==> src/core/nvm_cmd_pkg.sv <==
// shared constants, types and helpers of the loader erase and protection command handler
//
// Behaviour
// - erase carries 24-bit offset, MSB first, added to base 1100.0000 hex.
// - erase type 0 erases one page, 1 erases a whole sector.
// - page erase needs 128-byte alignment, sector erase needs 4 KB alignment.
// - any active read or write protection refuses every erase.
// - erase never touches configuration sector pages.
// - protection header holds 32-bit password MSB first, then options byte.
// - options bits 2:1 pick loader, code, data region; 11 and bits 7:3 reserved.
// - options bit 0 low clears protection, high installs it.
// - passwords 0000.0000 and 3FFF.FFFF hex are invalid.
// - command only updates stored password; hardware protection applies next startup.
// - set succeeds only without installed password, else error and password kept.
// - successful clear stores all ones as region password.
// - clear with wrong password erases all passwords and whole memory.
// - clearing the customer loader region password is refused with error.
// - clear without installed password skips the password check.
// - password compare ignores the protection-setting part of the word.
// - protection command is accepted whatever protection is active.
// - read and write/erase protection are independent per region.
package nvm_cmd_pkg;

  // ****************************************************************
  // header framing
  // ****************************************************************
  localparam logic [7:0] ERASE_LEN = 8'h05;
  localparam logic [7:0] ERASE_KIND = 8'h88;
  localparam logic [7:0] PROT_LEN = 8'h06;
  localparam logic [7:0] PROT_KIND = 8'h89;
  localparam logic [3:0] HDR_MAX = 4'h7;

  // ****************************************************************
  // memory layout
  // ****************************************************************
  localparam logic [31:0] NVM_BASE = 32'h1100_0000;
  localparam logic [23:0] NVM_SIZE = 24'h01_0000;
  localparam logic [11:0] CS_SECTOR = 12'h00f;
  localparam logic [7:0] ET_PAGE = 8'h00;
  localparam logic [7:0] ET_SECTOR = 8'h01;
  localparam logic [6:0] PAGE_MASK = 7'h7f;
  localparam logic [11:0] SECT_MASK = 12'hfff;

  // ****************************************************************
  // passwords and options
  // ****************************************************************
  localparam logic [31:0] PWD_MASK = 32'h3fff_ffff;
  localparam logic [31:0] PWD_BAD0 = 32'h0000_0000;
  localparam logic [31:0] PWD_BAD1 = 32'h3fff_ffff;
  localparam logic [31:0] PWD_CLEARED = 32'hffff_ffff;
  localparam logic [1:0] RGN_CUST = 2'b00;
  localparam logic [1:0] RGN_CODE = 2'b01;
  localparam logic [1:0] RGN_DATA = 2'b10;
  localparam logic [1:0] RGN_RSVD = 2'b11;
  localparam int OPT_OP = 0;
  localparam int OPT_SEL = 1;

  // ****************************************************************
  // result codes
  // ****************************************************************
  localparam logic [7:0] RC_SUCCESS = 8'h00;
  localparam logic [7:0] RC_READ_PROT = 8'h01;
  localparam logic [7:0] RC_ADDR_RANGE = 8'h02;
  localparam logic [7:0] RC_ERASE_PARAMS = 8'h03;
  localparam logic [7:0] RC_PAGE_ADDR = 8'h04;
  localparam logic [7:0] RC_SECT_ADDR = 8'h05;
  localparam logic [7:0] RC_SEG_INVALID = 8'h06;
  localparam logic [7:0] RC_PWD_INVALID = 8'h07;
  localparam logic [7:0] RC_NO_CUST_CLEAR = 8'h08;
  localparam logic [7:0] RC_PWD_EXISTS = 8'h09;
  localparam logic [7:0] RC_REMOVE_FAILED = 8'h0a;
  localparam logic [7:0] RC_ALL_ERASED = 8'h0b;
  localparam logic [7:0] RC_CMD_UNKNOWN = 8'h0c;
  localparam logic [7:0] RC_NVM_FAIL = 8'h0d;
  localparam logic [7:0] RC_HDR_INVALID = 8'h0e;

  // ****************************************************************
  // register map
  // ****************************************************************
  localparam logic [11:0] ADDR_CTRL = 12'h000;
  localparam logic [11:0] ADDR_STATUS = 12'h004;
  localparam logic [11:0] ADDR_PWD0 = 12'h008;
  localparam logic [11:0] ADDR_PWD1 = 12'h00c;
  localparam logic [11:0] ADDR_PWD2 = 12'h010;
  localparam int CTRL_RD_LSB = 0;
  localparam int CTRL_WR_LSB = 4;
  localparam logic [31:0] CTRL_MASK = 32'h0000_0077;
  localparam logic [31:0] CTRL_RST = 32'h0000_0000;
  localparam int ST_BUSY = 0;
  localparam int ST_CODE_LSB = 8;

  // ****************************************************************
  // carriers
  // ****************************************************************
  typedef struct packed {
    logic [7:0] len;
    logic [7:0] kind;
    logic [5:0][7:0] pl;
  } hdr_t;

  typedef struct packed {
    logic req;
    logic sector;
    logic [31:0] addr;
  } erase_t;

  typedef struct packed {
    logic req;
    logic [1:0] rgn;
    logic [31:0] data;
  } cswr_t;

  // protection bits sit in the top two bits and never take part
  function automatic logic pwd_valid(input logic [31:0] p);
    logic [31:0] m;
    m = p & PWD_MASK;
    return (m != PWD_BAD0) && (m != PWD_BAD1);
  endfunction : pwd_valid

  function automatic logic pwd_match(input logic [31:0] a, input logic [31:0] b);
    return (a & PWD_MASK) == (b & PWD_MASK);
  endfunction : pwd_match

endpackage : nvm_cmd_pkg

==> src/core/hdr_collect.sv <==
// gathers header bytes from the loader link into one header word
`timescale 1ns/1ps
`default_nettype none
module hdr_collect
  import nvm_cmd_pkg::*;
(
  // clock and reset
  input wire logic clk_i,
  input wire logic rst_i,
  // byte stream
  input wire logic byte_valid_i,
  input wire logic [7:0] byte_i,
  output logic byte_ready_o,
  // header out
  input wire logic busy_i,
  output logic hdr_valid_o,
  output hdr_t hdr_o
);

  typedef struct packed {
    logic got_len;
    logic [7:0] cnt;
    logic done;
    hdr_t hdr;
  } col_t;

  col_t s_r;
  col_t s_nxt;

  // stall while a command is being handled, so bytes wait at the source
  assign byte_ready_o = !s_r.done && !busy_i;
  assign hdr_valid_o = s_r.done;
  assign hdr_o = s_r.hdr;

  always_comb begin
    s_nxt = s_r;
    if (s_r.done) begin
      s_nxt.done = 1'b0;
      s_nxt.got_len = 1'b0;
    end else if (byte_valid_i && byte_ready_o) begin
      if (!s_r.got_len) begin
        s_nxt.hdr = '0;
        s_nxt.hdr.len = byte_i;
        s_nxt.cnt = 8'h00;
        s_nxt.got_len = (byte_i != 8'h00);
        s_nxt.done = (byte_i == 8'h00);
      end else begin
        // bytes past the payload area are counted but dropped
        if (s_r.cnt == 8'h00) begin
          s_nxt.hdr.kind = byte_i;
        end else if (s_r.cnt < 8'(HDR_MAX)) begin
          s_nxt.hdr.pl[3'(s_r.cnt - 8'h01)] = byte_i;
        end
        s_nxt.cnt = s_r.cnt + 8'h01;
        s_nxt.done = (s_r.cnt + 8'h01 == s_r.hdr.len);
      end
    end
  end

  always_ff @(posedge clk_i) begin
    if (rst_i) begin
      s_r <= '0;
    end else begin
      s_r <= s_nxt;
    end
  end

endmodule : hdr_collect
`default_nettype wire

==> src/core/apb_regs.sv <==
// apb slave: protection control, status and password readback
`timescale 1ns/1ps
`default_nettype none
module apb_regs
  import nvm_cmd_pkg::*;
(
  // clock and reset
  input wire logic clk_i,
  input wire logic rst_i,
  // apb
  input wire logic psel_i,
  input wire logic penable_i,
  input wire logic pwrite_i,
  input wire logic [11:0] paddr_i,
  input wire logic [31:0] pwdata_i,
  output logic [31:0] prdata_o,
  output logic pready_o,
  output logic pslverr_o,
  // block side
  input wire logic [31:0] status_i,
  input wire logic [2:0][31:0] pwd_i,
  output logic [31:0] ctrl_o
);

  typedef struct packed {
    logic [31:0] ctrl;
    logic [31:0] rdata;
    logic err;
  } apb_t;

  apb_t s_r;
  apb_t s_nxt;

  assign pready_o = 1'b1;
  assign pslverr_o = s_r.err && psel_i && penable_i;
  assign prdata_o = s_r.rdata;
  assign ctrl_o = s_r.ctrl;

  always_comb begin
    s_nxt = s_r;
    // answer is prepared in setup so the access phase needs no wait
    if (psel_i && !penable_i) begin
      s_nxt.err = 1'b0;
      s_nxt.rdata = 32'h0000_0000;
      case (paddr_i)
        ADDR_CTRL: s_nxt.rdata = s_r.ctrl;
        ADDR_STATUS: s_nxt.rdata = status_i;
        ADDR_PWD0: s_nxt.rdata = pwd_i[0];
        ADDR_PWD1: s_nxt.rdata = pwd_i[1];
        ADDR_PWD2: s_nxt.rdata = pwd_i[2];
        default: s_nxt.err = 1'b1;
      endcase
      if (pwrite_i && paddr_i != ADDR_CTRL) begin
        s_nxt.err = 1'b1;
      end
    end
    if (psel_i && penable_i && pwrite_i && !s_r.err) begin
      s_nxt.ctrl = pwdata_i & CTRL_MASK;
    end
  end

  always_ff @(posedge clk_i) begin
    if (rst_i) begin
      s_r <= '{ctrl: CTRL_RST, rdata: 32'h0000_0000, err: 1'b0};
    end else begin
      s_r <= s_nxt;
    end
  end

endmodule : apb_regs
`default_nettype wire

==> src/core/nvm_erase_protect_command.sv <==
// loader command handler for memory erase and region password set or clear
`timescale 1ns/1ps
`default_nettype none
module nvm_erase_protect_command
  import nvm_cmd_pkg::*;
(
  // clock and reset
  input wire logic CLOCK_I,
  input wire logic RESET_I,
  // apb register bus
  input wire logic PSEL_I,
  input wire logic PENABLE_I,
  input wire logic PWRITE_I,
  input wire logic [11:0] PADDR_I,
  input wire logic [31:0] PWDATA_I,
  output logic [31:0] PRDATA_O,
  output logic PREADY_O,
  output logic PSLVERR_O,
  // header bytes from the link framing layer
  input wire logic RX_VALID_I,
  input wire logic [7:0] RX_DATA_I,
  output logic RX_READY_O,
  // response to the framing layer
  output logic RSP_VALID_O,
  output logic [7:0] RSP_CODE_O,
  // memory controller
  output logic ERASE_REQ_O,
  output logic ERASE_SECTOR_O,
  output logic [31:0] ERASE_ADDR_O,
  output logic MASS_ERASE_O,
  output logic CS_WRITE_O,
  output logic [1:0] CS_REGION_O,
  output logic [31:0] CS_DATA_O,
  input wire logic NVM_DONE_I,
  input wire logic NVM_FAIL_I
);

  // ****************************************************************
  // types and state
  // ****************************************************************
  // one command in flight at a time
  typedef enum logic [2:0] {
    ST_IDLE,
    ST_CHECK,
    ST_ERASE,
    ST_CSWR,
    ST_MASS,
    ST_RESP
  } st_t;

  typedef struct packed {
    st_t st;
    hdr_t hdr;
    logic [2:0][31:0] pwd;
    logic [7:0] code;
    logic rsp_v;
    logic clear_op;
    erase_t erase;
    cswr_t cswr;
    logic mass;
  } state_t;

  state_t s_r;
  state_t s_nxt;

  // ****************************************************************
  // sub blocks
  // ****************************************************************
  logic hdr_valid;
  hdr_t hdr;

  logic [31:0] ctrl;
  logic [31:0] status;
  logic busy;

  assign busy = (s_r.st != ST_IDLE);

  // header copied once, in the idle state
  hdr_collect u_collect (
    .clk_i(CLOCK_I),
    .rst_i(RESET_I),
    .byte_valid_i(RX_VALID_I),
    .byte_i(RX_DATA_I),
    .byte_ready_o(RX_READY_O),
    .busy_i(busy),
    .hdr_valid_o(hdr_valid),
    .hdr_o(hdr)
  );

  // busy and the last result for polling
  always_comb begin
    status = 32'h0000_0000;
    status[ST_BUSY] = busy;
    status[ST_CODE_LSB +: 8] = s_r.code;
  end

  // ctrl stands in for boot-time protection
  apb_regs u_regs (
    .clk_i(CLOCK_I),
    .rst_i(RESET_I),
    .psel_i(PSEL_I),
    .penable_i(PENABLE_I),
    .pwrite_i(PWRITE_I),
    .paddr_i(PADDR_I),
    .pwdata_i(PWDATA_I),
    .prdata_o(PRDATA_O),
    .pready_o(PREADY_O),
    .pslverr_o(PSLVERR_O),
    .status_i(status),
    .pwd_i(s_r.pwd),
    .ctrl_o(ctrl)
  );

  // ****************************************************************
  // header fields
  // ****************************************************************
  logic [2:0] rd_prot;
  logic [2:0] wr_prot;

  logic [23:0] offset;
  logic [7:0] etype;

  logic [31:0] sup_pwd;
  logic [7:0] opts;
  logic [1:0] rgn;
  logic set_op;

  // protection bits come from startup, independent per region
  assign rd_prot = ctrl[CTRL_RD_LSB +: 3];
  assign wr_prot = ctrl[CTRL_WR_LSB +: 3];

  // erase view of the payload
  assign offset = {s_r.hdr.pl[0], s_r.hdr.pl[1], s_r.hdr.pl[2]};
  assign etype = s_r.hdr.pl[3];

  // protection view of the same bytes
  assign sup_pwd = {s_r.hdr.pl[0], s_r.hdr.pl[1], s_r.hdr.pl[2], s_r.hdr.pl[3]};
  assign opts = s_r.hdr.pl[4];
  assign rgn = opts[OPT_SEL +: 2];
  assign set_op = opts[OPT_OP];

  // ****************************************************************
  // erase checks
  // ****************************************************************
  logic [7:0] erase_code;
  logic erase_ok;

  always_comb begin
    erase_code = RC_SUCCESS;
    erase_ok = 1'b0;

    // first failing check picks the code
    if (rd_prot != 3'b000) begin
      erase_code = RC_READ_PROT;
    end else if (wr_prot != 3'b000) begin
      erase_code = RC_ERASE_PARAMS;
    end else if (etype != ET_PAGE && etype != ET_SECTOR) begin
      erase_code = RC_ERASE_PARAMS;
    end else if (offset >= NVM_SIZE) begin
      erase_code = RC_ADDR_RANGE;
    end else if (etype == ET_PAGE && (offset[6:0] & PAGE_MASK) != 7'h00) begin
      erase_code = RC_PAGE_ADDR;
    end else if (etype == ET_SECTOR && (offset[11:0] & SECT_MASK) != 12'h000) begin
      erase_code = RC_SECT_ADDR;
    end else if (offset[23:12] == CS_SECTOR) begin
      // config sector stays untouched whatever granularity is asked
      erase_code = RC_ADDR_RANGE;
    end else begin
      erase_ok = 1'b1;
    end
  end

  // ****************************************************************
  // protection checks
  // ****************************************************************
  logic [31:0] cur_pwd;
  logic installed;

  logic [7:0] prot_code;
  logic prot_store;
  logic prot_mass;

  // reserved selector never indexes the array
  assign cur_pwd = (rgn == RGN_RSVD) ? PWD_CLEARED : s_r.pwd[rgn];
  assign installed = pwd_valid(cur_pwd);

  // active hardware protection deliberately plays no part here
  always_comb begin
    prot_code = RC_SUCCESS;
    prot_store = 1'b0;
    prot_mass = 1'b0;

    if (rgn == RGN_RSVD) begin
      prot_code = RC_SEG_INVALID;
    end else if (set_op) begin
      if (installed) begin
        prot_code = RC_PWD_EXISTS;
      end else if (!pwd_valid(sup_pwd)) begin
        prot_code = RC_PWD_INVALID;
      end else begin
        prot_store = 1'b1;
      end
    end else begin
      if (rgn == RGN_CUST) begin
        prot_code = RC_NO_CUST_CLEAR;
      end else if (!installed) begin
        prot_store = 1'b1;
      end else if (pwd_match(sup_pwd, cur_pwd)) begin
        prot_store = 1'b1;
      end else begin
        // wrong guess wipes all passwords and memory
        prot_mass = 1'b1;
      end
    end
  end

  // ****************************************************************
  // command sequencer
  // ****************************************************************
  always_comb begin
    s_nxt = s_r;
    s_nxt.rsp_v = 1'b0;

    case (s_r.st)
      ST_IDLE: begin
        if (hdr_valid) begin
          s_nxt.hdr = hdr;
          s_nxt.st = ST_CHECK;
        end
      end

      ST_CHECK: begin
        s_nxt.st = ST_RESP;
        if (s_r.hdr.kind == ERASE_KIND) begin
          if (s_r.hdr.len != ERASE_LEN) begin
            s_nxt.code = RC_HDR_INVALID;
          end else if (erase_ok) begin
            s_nxt.erase.req = 1'b1;
            s_nxt.erase.sector = (etype == ET_SECTOR);
            s_nxt.erase.addr = NVM_BASE + {8'h00, offset};
            s_nxt.st = ST_ERASE;
          end else begin
            s_nxt.code = erase_code;
          end
        end else if (s_r.hdr.kind == PROT_KIND) begin
          if (s_r.hdr.len != PROT_LEN) begin
            s_nxt.code = RC_HDR_INVALID;
          end else if (prot_store) begin
            // only the stored image changes; hardware picks it up at boot
            s_nxt.cswr.req = 1'b1;
            s_nxt.cswr.rgn = rgn;
            s_nxt.cswr.data = set_op ? sup_pwd : PWD_CLEARED;
            s_nxt.clear_op = !set_op;
            s_nxt.st = ST_CSWR;
          end else if (prot_mass) begin
            s_nxt.mass = 1'b1;
            s_nxt.st = ST_MASS;
          end else begin
            s_nxt.code = prot_code;
          end
        end else begin
          s_nxt.code = RC_CMD_UNKNOWN;
        end
      end

      ST_ERASE: begin
        // request held until the controller answers
        if (NVM_DONE_I) begin
          s_nxt.erase.req = 1'b0;
          s_nxt.code = NVM_FAIL_I ? RC_NVM_FAIL : RC_SUCCESS;
          s_nxt.st = ST_RESP;
        end
      end

      ST_CSWR: begin
        if (NVM_DONE_I) begin
          s_nxt.cswr.req = 1'b0;
          if (NVM_FAIL_I) begin
            s_nxt.code = s_r.clear_op ? RC_REMOVE_FAILED : RC_NVM_FAIL;
          end else begin
            s_nxt.pwd[s_r.cswr.rgn] = s_r.cswr.data;
            s_nxt.code = RC_SUCCESS;
          end
          s_nxt.st = ST_RESP;
        end
      end

      ST_MASS: begin
        if (NVM_DONE_I) begin
          s_nxt.mass = 1'b0;
          if (NVM_FAIL_I) begin
            s_nxt.code = RC_NVM_FAIL;
          end else begin
            // every region loses its password, not just the selected one
            s_nxt.pwd = {3{PWD_CLEARED}};
            s_nxt.code = RC_ALL_ERASED;
          end
          s_nxt.st = ST_RESP;
        end
      end

      ST_RESP: begin
        // code stands until the next result
        s_nxt.rsp_v = 1'b1;
        s_nxt.st = ST_IDLE;
      end

      default: begin
        s_nxt.st = ST_IDLE;
      end
    endcase
  end

  // passwords reset to none installed
  always_ff @(posedge CLOCK_I) begin
    if (RESET_I) begin
      s_r <= '0;
      s_r.st <= ST_IDLE;
      s_r.pwd <= {3{PWD_CLEARED}};
    end else begin
      s_r <= s_nxt;
    end
  end

  // ****************************************************************
  // outputs
  // ****************************************************************
  // outputs come straight from state
  assign RSP_VALID_O = s_r.rsp_v;
  assign RSP_CODE_O = s_r.code;

  assign ERASE_REQ_O = s_r.erase.req;
  assign ERASE_SECTOR_O = s_r.erase.sector;
  assign ERASE_ADDR_O = s_r.erase.addr;

  assign MASS_ERASE_O = s_r.mass;

  assign CS_WRITE_O = s_r.cswr.req;
  assign CS_REGION_O = s_r.cswr.rgn;
  assign CS_DATA_O = s_r.cswr.data;

endmodule : nvm_erase_protect_command
`default_nettype wire

==> config.mk <==
export PLATFORM = sky130hd
export DESIGN_NAME = nvm_erase_protect_command
export DESIGN_NICKNAME = d
export VERILOG_FILES = /design/src/core/nvm_cmd_pkg.sv /design/src/core/hdr_collect.sv /design/src/core/apb_regs.sv /design/src/core/nvm_erase_protect_command.sv
export SDC_FILE = /design/constraint.sdc
export NUM_CORES = 1
export LEC_CHECK = 0
export BUFFER_PORTS_ARGS = -buffer_cell sky130_fd_sc_hd__buf_2
export CORE_UTILIZATION = 40
export CTS_CLUSTER_DIAMETER = 100
export DETAILED_ROUTE_END_ITERATION = 8
export GPL_TIMING_DRIVEN = 0
export HOLD_SLACK_MARGIN = 0.1
export PLACE_DENSITY_LB_ADDON = 0.12
export SETUP_SLACK_MARGIN = 0.4
export SLEW_MARGIN = 20
export SYNTH_ARGS = -nofsm -noshare
export SYNTH_HDL_FRONTEND = slang
export SYNTH_HIERARCHICAL = 1
export SYNTH_SLANG_ARGS = --single-unit
==> constraint.sdc <==
create_clock -name CLOCK_I -period 2.95 [get_ports CLOCK_I]
set_input_delay 0.295 -clock CLOCK_I [delete_from_list [all_inputs] [get_ports CLOCK_I]]
set_output_delay 0.295 -clock CLOCK_I [all_outputs]
set_load 0.1 [all_outputs]
; ---- Word-level counts from Yosys, hierarchy flattened
; Index checks and enable logic that the tools add are counted.
[totals]
word_cells = 246
out_inout_bits = 114
ff_bits = 356
in_bits = 60
[op_classes]
addsub = 3
eq_ne = 43
order_cmp = 7
reduce_logical = 59
muxes = 92
n_bitwise = 6
[ops]
columns = cell, count
row1 = two-way mux 104 bit, 2
row2 = two-way mux 96 bit, 2
row3 = one-hot mux 96 bit (2 select lines), 1
row4 = one-hot mux 32 bit (5 select lines), 1
row5 = two-way mux 36 bit, 3
row6 = two-way mux 34 bit, 3
row7 = bitwise mux 96 bit, 1
row8 = two-way mux 48 bit, 2
row9 = two-way mux 8 bit, 12
row10 = two-way mux 67 bit, 1
row11 = binary-select mux 32 bit (select 2 bit), 1
row12 = demux 32 bit (select 2 bit), 1
row13 = two-way mux 32 bit, 2
row14 = nonzero test 32 bit, 2
row15 = two-way mux 30 bit, 2
row16 = inequality test 30 bit (second input constant), 2
row17 = two-way mux 56 bit, 1
row18 = bitwise mux 48 bit, 1
row19 = two-way mux 3 bit, 16
row20 = equality test 12 x 4 -> 1 bit (second input constant), 3
row21 = two-way mux 35 bit, 1
row22 = inequality test 2 bit (second input constant), 17
row23 = one-hot mux 8 bit (4 select lines), 1
row24 = adder 29 x 24 -> 30 bit (first input constant), 1
row25 = 52 further kinds, 131

; ---- Longest topological paths before layout
[depth]
depth_word = 15
mapped_depth = 14
mapped_depth_nobuf = 9

; ---- Modules after synthesis
; The synthesis kept the hierarchy.
[by_module_without_submodules]
columns = mod, area_per_inst_um2, cells_each, instances, seq_area_each_um2
row1 = nvm_erase_protect_command, 10269.8, 1238, 1, 4384.2
row2 = hdr_collect, 3534.6, 376, 1, 1481.4
row3 = apb_regs, 3055.4, 369, 1, 780.7

; ---- Worst setup path after synthesis
; Ideal clock, no wire load.
[synth_path]
kind = register -> register
startpoint = register s_r (netlist bit opts[2])
endpoint = register s_r (netlist bit CS_WRITE_O)
path_stages_with_launch = 13
t_arrival_ns = 3.066
setup_slack_ns = -0.204
n_path_buf = 3
period_less_slack_ns = 3.154
setup_ns = 0.088
cell_sequence = dfxtp_1 -> buf_6 -> mux2_2 -> o221ai_1 -> o2111ai_1 -> or4_1 -> nor4_2 -> a41oi_1 -> nor4_2 -> buf_4 -> buf_6 -> nor2_1 -> a311oi_2
[synth_between]
elab_chain_cells = 11
[synth_rtl]
columns = item, line
row1 = "start, declared", nvm_erase_protect_command.sv:63  ; state_t s_r;
row2 = "start signal, assigned", nvm_erase_protect_command.sv:321  ; s_r <= s_nxt;
row3 = binary-select mux 32 bit (select 2 bit), nvm_erase_protect_command.sv:184  ; assign cur_pwd = (rgn == RGN_RSVD) ? PWD_CLEARED : s_r.pwd[rgn];
row4 = two-way mux 30 bit (implied by the code), nvm_erase_protect_command.sv:184
row5 = two-way mux 30 bit, nvm_erase_protect_command.sv:184
row6 = equality test 30 bit (tied with other cells), nvm_cmd_pkg.sv:121  ; return (a & PWD_MASK) == (b & PWD_MASK);
row7 = two-way mux 1 bit / logical AND 1 bit (equally long branches), "nvm_erase_protect_command.sv:208, nvm_cmd_pkg.sv:117"
row8 = two-way mux 1 bit, nvm_erase_protect_command.sv:206  ; end else if (!installed) begin
row9 = two-way mux 1 bit, nvm_erase_protect_command.sv:204  ; if (rgn == RGN_CUST) begin
row10 = two-way mux 1 bit, nvm_erase_protect_command.sv:195  ; end else if (set_op) begin
row11 = two-way mux 1 bit (*), nvm_erase_protect_command.sv:193  ; if (rgn == RGN_RSVD) begin
row12 = inequality test 2 bit (no line) (*), --
row13 = AND reduction 6 bit (no line) (*), --
; Mark *: on every way between the ends. The rest lies on a longest branch, timed or not. The select of a mux whose other input is x is not followed.
; A chain may end at the register's enable or synchronous reset.

; ---- Final worst setup path
[layout_path]
startpoint = register s_r (netlist bit opts[2])
endpoint = register s_r (netlist bit CS_DATA_O[14])
[layout_between]
elab_chain_cells = 10
[layout_rtl]
columns = item, line
row1 = binary-select mux 32 bit (select 2 bit), nvm_erase_protect_command.sv:184
row2 = two-way mux 30 bit (implied by the code), nvm_erase_protect_command.sv:184
row3 = two-way mux 30 bit, nvm_erase_protect_command.sv:184
row4 = equality test 30 bit (tied with other cells), nvm_cmd_pkg.sv:121
row5 = two-way mux 1 bit / logical AND 1 bit (equally long branches), "nvm_erase_protect_command.sv:208, nvm_cmd_pkg.sv:117"
row6 = two-way mux 1 bit, nvm_erase_protect_command.sv:206
row7 = two-way mux 1 bit, nvm_erase_protect_command.sv:204
row8 = two-way mux 1 bit, nvm_erase_protect_command.sv:195
row9 = two-way mux 1 bit (*), nvm_erase_protect_command.sv:193
row10 = AND reduction 5 bit (no line) (*), --
; Marked as above.

==> run_summary.xml <==
<?xml version="1.0" encoding="UTF-8"?>
<metrics>
  <group name="outcome">
    <metric name="status" unit="">complete, but fails checks</metric>
    <metric name="violations" unit="">setup timing</metric>
  </group>
  <group name="synthesis">
    <metric name="synth.yosys.warnings" unit="">6</metric>
    <metric name="post_synthesis_cell_count" unit="">1914</metric>
    <metric name="syn_area" unit="µm²">16200</metric>
    <metric name="synthesis.area_per_instance" unit="µm²">8.44</metric>
  </group>
  <group name="worst_setup_path">
    <metric name="cpPeakStageDelay" unit="ps">460</metric>
    <metric name="worst_path_dominant_cell_family" unit="">simple AND/OR/NAND/NOR gates</metric>
    <metric name="type_of_the_worst_setup_path" unit="">reg -&gt; reg</metric>
    <metric name="worstPathCellList" unit="">buf_12 &gt; buf_12 &gt; mux2_4 &gt; o22ai_4 &gt; o22ai_2 &gt; or4_4 &gt; nor4_4 &gt; a41oi_2 &gt; nor4_2 &gt; buf_6 &gt; buf_12 &gt; buf_12 &gt; mux2i_1 &gt; nor2_1</metric>
    <metric name="critPathMaxFanout" unit="">6</metric>
    <metric name="startpoint_type" unit="">flop</metric>
    <metric name="number_of_cells_traversed_by_the_worst_register_to_register_path" unit="">14</metric>
    <metric name="type_of_element_capturing_the_critical_path" unit="">flop</metric>
    <metric name="worst-path-stages" unit="">14</metric>
    <metric name="crit_slowest_cell" unit="">sky130_fd_sc_hd__or4_4</metric>
    <metric name="worst_ep_required_time" unit="ps">3350</metric>
    <metric name="worst-path-buf-inv" unit="">5</metric>
    <metric name="worst-endpoint-arrival" unit="ps">3830</metric>
    <metric name="setup.worst_path.start" unit="">opts[2]</metric>
    <metric name="cp_common_cell" unit="">sky130_fd_sc_hd__buf_12</metric>
    <metric name="crit-reg2reg-launch" unit="">opts[2]</metric>
  </group>
  <group name="power">
    <metric name="vdd_drop_max" unit="µV">408</metric>
    <metric name="switching_fraction_of_total_power" unit="%">23.7</metric>
    <metric name="netSwitchingPower" unit="mW">2.21</metric>
    <metric name="internal_cell_power" unit="mW">7.13</metric>
    <metric name="power.total" unit="mW">9.34</metric>
    <metric name="comb_power_share" unit="%">5.9</metric>
    <metric name="cellLeakagePower" unit="nW">7.95</metric>
    <metric name="power.sequential.fraction" unit="%">46.5</metric>
    <metric name="clock_power_share" unit="%">47.5</metric>
    <metric name="power_density" unit="nW/µm²">461</metric>
  </group>
  <group name="routing">
    <metric name="wl" unit="µm">57000</metric>
    <metric name="detail_route.first_pass.iterations" unit="">5</metric>
    <metric name="wl_per_cell" unit="µm">20.9</metric>
    <metric name="drt_drc_violations_left" unit="">0</metric>
    <metric name="drt.antenna.violating_nets" unit="">0</metric>
    <metric name="drt-initial-drc-count" unit="">1028</metric>
    <metric name="vias" unit="">14800</metric>
    <metric name="post_drt_via_cell_ratio" unit="">5.44</metric>
  </group>
  <group name="grt">
    <metric name="globalRoute.totalOverflow" unit="">0</metric>
    <metric name="grt.total_usage" unit="%">27.4</metric>
    <metric name="first_global_vias" unit="">14300</metric>
    <metric name="wire_length_of_the_first_global_routing_pass" unit="µm">86300</metric>
    <metric name="antenna_found_initial" unit="">2</metric>
    <metric name="grt_max_degree" unit="">15</metric>
  </group>
  <group name="sta">
    <metric name="finalSetupViolations" unit="">44</metric>
    <metric name="slew_viol_final" unit="">0</metric>
    <metric name="tightestPinTransition" unit="ps">996</metric>
    <metric name="final_min_period_over_clock_period" unit="%">116</metric>
    <metric name="hold_violations" unit="">0</metric>
    <metric name="unrepaired_setup_endpoints_after_global_routing" unit="">yes</metric>
    <metric name="slew_headroom" unit="%">33.6</metric>
    <metric name="achievable-frequency" unit="MHz">292</metric>
    <metric name="final.setup.tns" unit="ps">-17770</metric>
    <metric name="least_setup_slack_across_all_paths_after_layout" unit="ps">-476</metric>
    <metric name="period_minus_slack" unit="ps">3430</metric>
    <metric name="worst_clock_skew" unit="ps">14.8</metric>
  </group>
  <group name="clock_tree">
    <metric name="clockBufferDepth" unit="">3</metric>
    <metric name="cts.htree.levels" unit="">2</metric>
    <metric name="clkSlewWorstSetupHoldPaths" unit="ps">60</metric>
    <metric name="cts_tree" unit="">done</metric>
    <metric name="clock_tree.root_cell" unit="">sky130_fd_sc_hd__clkbuf_16</metric>
    <metric name="cts_buffers" unit="">37</metric>
    <metric name="clock-sinks" unit="">319</metric>
    <metric name="worst_skew_pair.late_latency" unit="ps">550</metric>
  </group>
  <group name="layout">
    <metric name="combined_area_of_the_multi_input_logic_cells" unit="µm²">8650</metric>
    <metric name="total_number_of_nets_in_the_final_design" unit="">2236</metric>
    <metric name="sequential_cell_area" unit="µm²">6400</metric>
    <metric name="layout.core_utilization" unit="%">50.9</metric>
    <metric name="synthToLayoutAreaGrowth" unit="%">25.4</metric>
    <metric name="fillerInstances" unit="">3849</metric>
    <metric name="share_of_post_route_cells_with_drive_strength_above_1" unit="%">27.6</metric>
    <metric name="fin_cells" unit="">2724</metric>
  </group>
  <group name="die">
    <metric name="io_pins" unit="">174</metric>
    <metric name="rows" unit="">73</metric>
    <metric name="core_area" unit="µm²">39800</metric>
    <metric name="start_util" unit="%">40.6</metric>
    <metric name="die_y" unit="µm">203</metric>
    <metric name="dieArea" unit="µm²">41200</metric>
    <metric name="chipWidth" unit="µm">203</metric>
  </group>
  <group name="place">
    <metric name="routabilityCongestion" unit="">0.946</metric>
    <metric name="dp_hpwl" unit="µm">42600</metric>
    <metric name="portBuffers" unit="">125</metric>
    <metric name="place.detailed.instances" unit="">2600</metric>
  </group>
  <group name="job">
    <metric name="max-cap-violations" unit="">0</metric>
  </group>
  <group name="hold_path">
    <metric name="hp-start" unit="">PWRITE_I</metric>
    <metric name="holdPathStages" unit="">4</metric>
    <metric name="hp-class" unit="">in -&gt; reg</metric>
  </group>
</metrics>
[per-stage QoR]
stage | cell area, µm² | hold slack, ps | setup slack, ps
after CTS | 19900 | 147 | -413
after floorplan | 16400 | 426 | 21.1
after global routing | 20300 | 207 | -559
after detailed placement | 17700 | 445 | -1210
after global placement | 17700 | 439 | -1240
final | 20300 | 170 | -476
[layout make-up]
class                   instances  share of cell area (%)
clock inverters                 6                   0.408
diodes                          1                  0.0123
flip-flops and latches        319                    31.6
repair buffers                184                    6.15
inverters                      28                   0.519
clock buffers                  58                    5.25
multi-input cells            1302                    42.7
well taps                     525                    3.24
plain buffers                 301                    10.1
[worst min-delay path: stages]
cell,delay [ps]
sky130_fd_sc_hd__buf_2,110
sky130_fd_sc_hd__inv_1,50
sky130_fd_sc_hd__maj3_1,140
sky130_fd_sc_hd__a311oi_1,80
[worst paths after layout]
path | endpoint | slack [ps]
max | CS_DATA_O[14] | -480
min | u_regs/s_r[0] | 170
max reg2reg | CS_DATA_O[14] | -480
min reg2reg | u_regs/prdata_o[29] | 450
[cell usage in the layout (no fill, tap or decap), types with 27 or more instances in the layout]
cell type and count:
sky130_fd_sc_hd__o21ai_0 32, sky130_fd_sc_hd__inv_1 27, sky130_fd_sc_hd__buf_4 207, sky130_fd_sc_hd__nor2_1 209
sky130_fd_sc_hd__nand2b_1 30, sky130_fd_sc_hd__o22ai_1 33, sky130_fd_sc_hd__a22oi_1 31, sky130_fd_sc_hd__buf_2 136
sky130_fd_sc_hd__clkbuf_1 98, sky130_fd_sc_hd__a21oi_1 114, sky130_fd_sc_hd__a22o_1 42, sky130_fd_sc_hd__mux2i_1 55
sky130_fd_sc_hd__conb_1 38, sky130_fd_sc_hd__a211o_1 96, sky130_fd_sc_hd__nand2_1 226, sky130_fd_sc_hd__dfxtp_1 315
sky130_fd_sc_hd__clkbuf_16 37
[routing by layer]
metal,GRT usage [%],wire length (µm),vias up
met1,34.6,24800,7077
met3,3.84,3000,123
met4,11.7,1940,0
li1,-,-,7084
met2,46.6,27300,528
met5,0,0,-
[sequential cells by signal (all words and copies together) (netlist names), 6 cells and up]
register / count
CS_DATA_O: 32
u_collect/hdr_o: 51
offset: 24
etype: 8
ERASE_ADDR_O: 25
s_r: 116
u_collect/s_r: 9
u_regs/prdata_o: 32
u_regs/ctrl_o: 6
[power by group through the flow]
stage | clock network (mW) | logic (mW) | registers, mW
floorplan | 0 | 0.391 | 4.44
global placement | 0 | 0.528 | 4.44
detailed placement | 0 | 0.532 | 4.44
CTS | 4.53 | 0.546 | 4.35
global route | 4.71 | 0.595 | 4.35
finish | 4.44 | 0.555 | 4.35
[repair_timing]
item,in CTS,in global routing
cloned,4,0
endpoints found under the setup margin,222,206
pin swaps,28,28
hold buffers,6,0
gates resized for setup,125,75
endpoints found under the hold margin,6,0
setup buffers,38,11
Note: power is estimated with default switching activity, not from simulation.
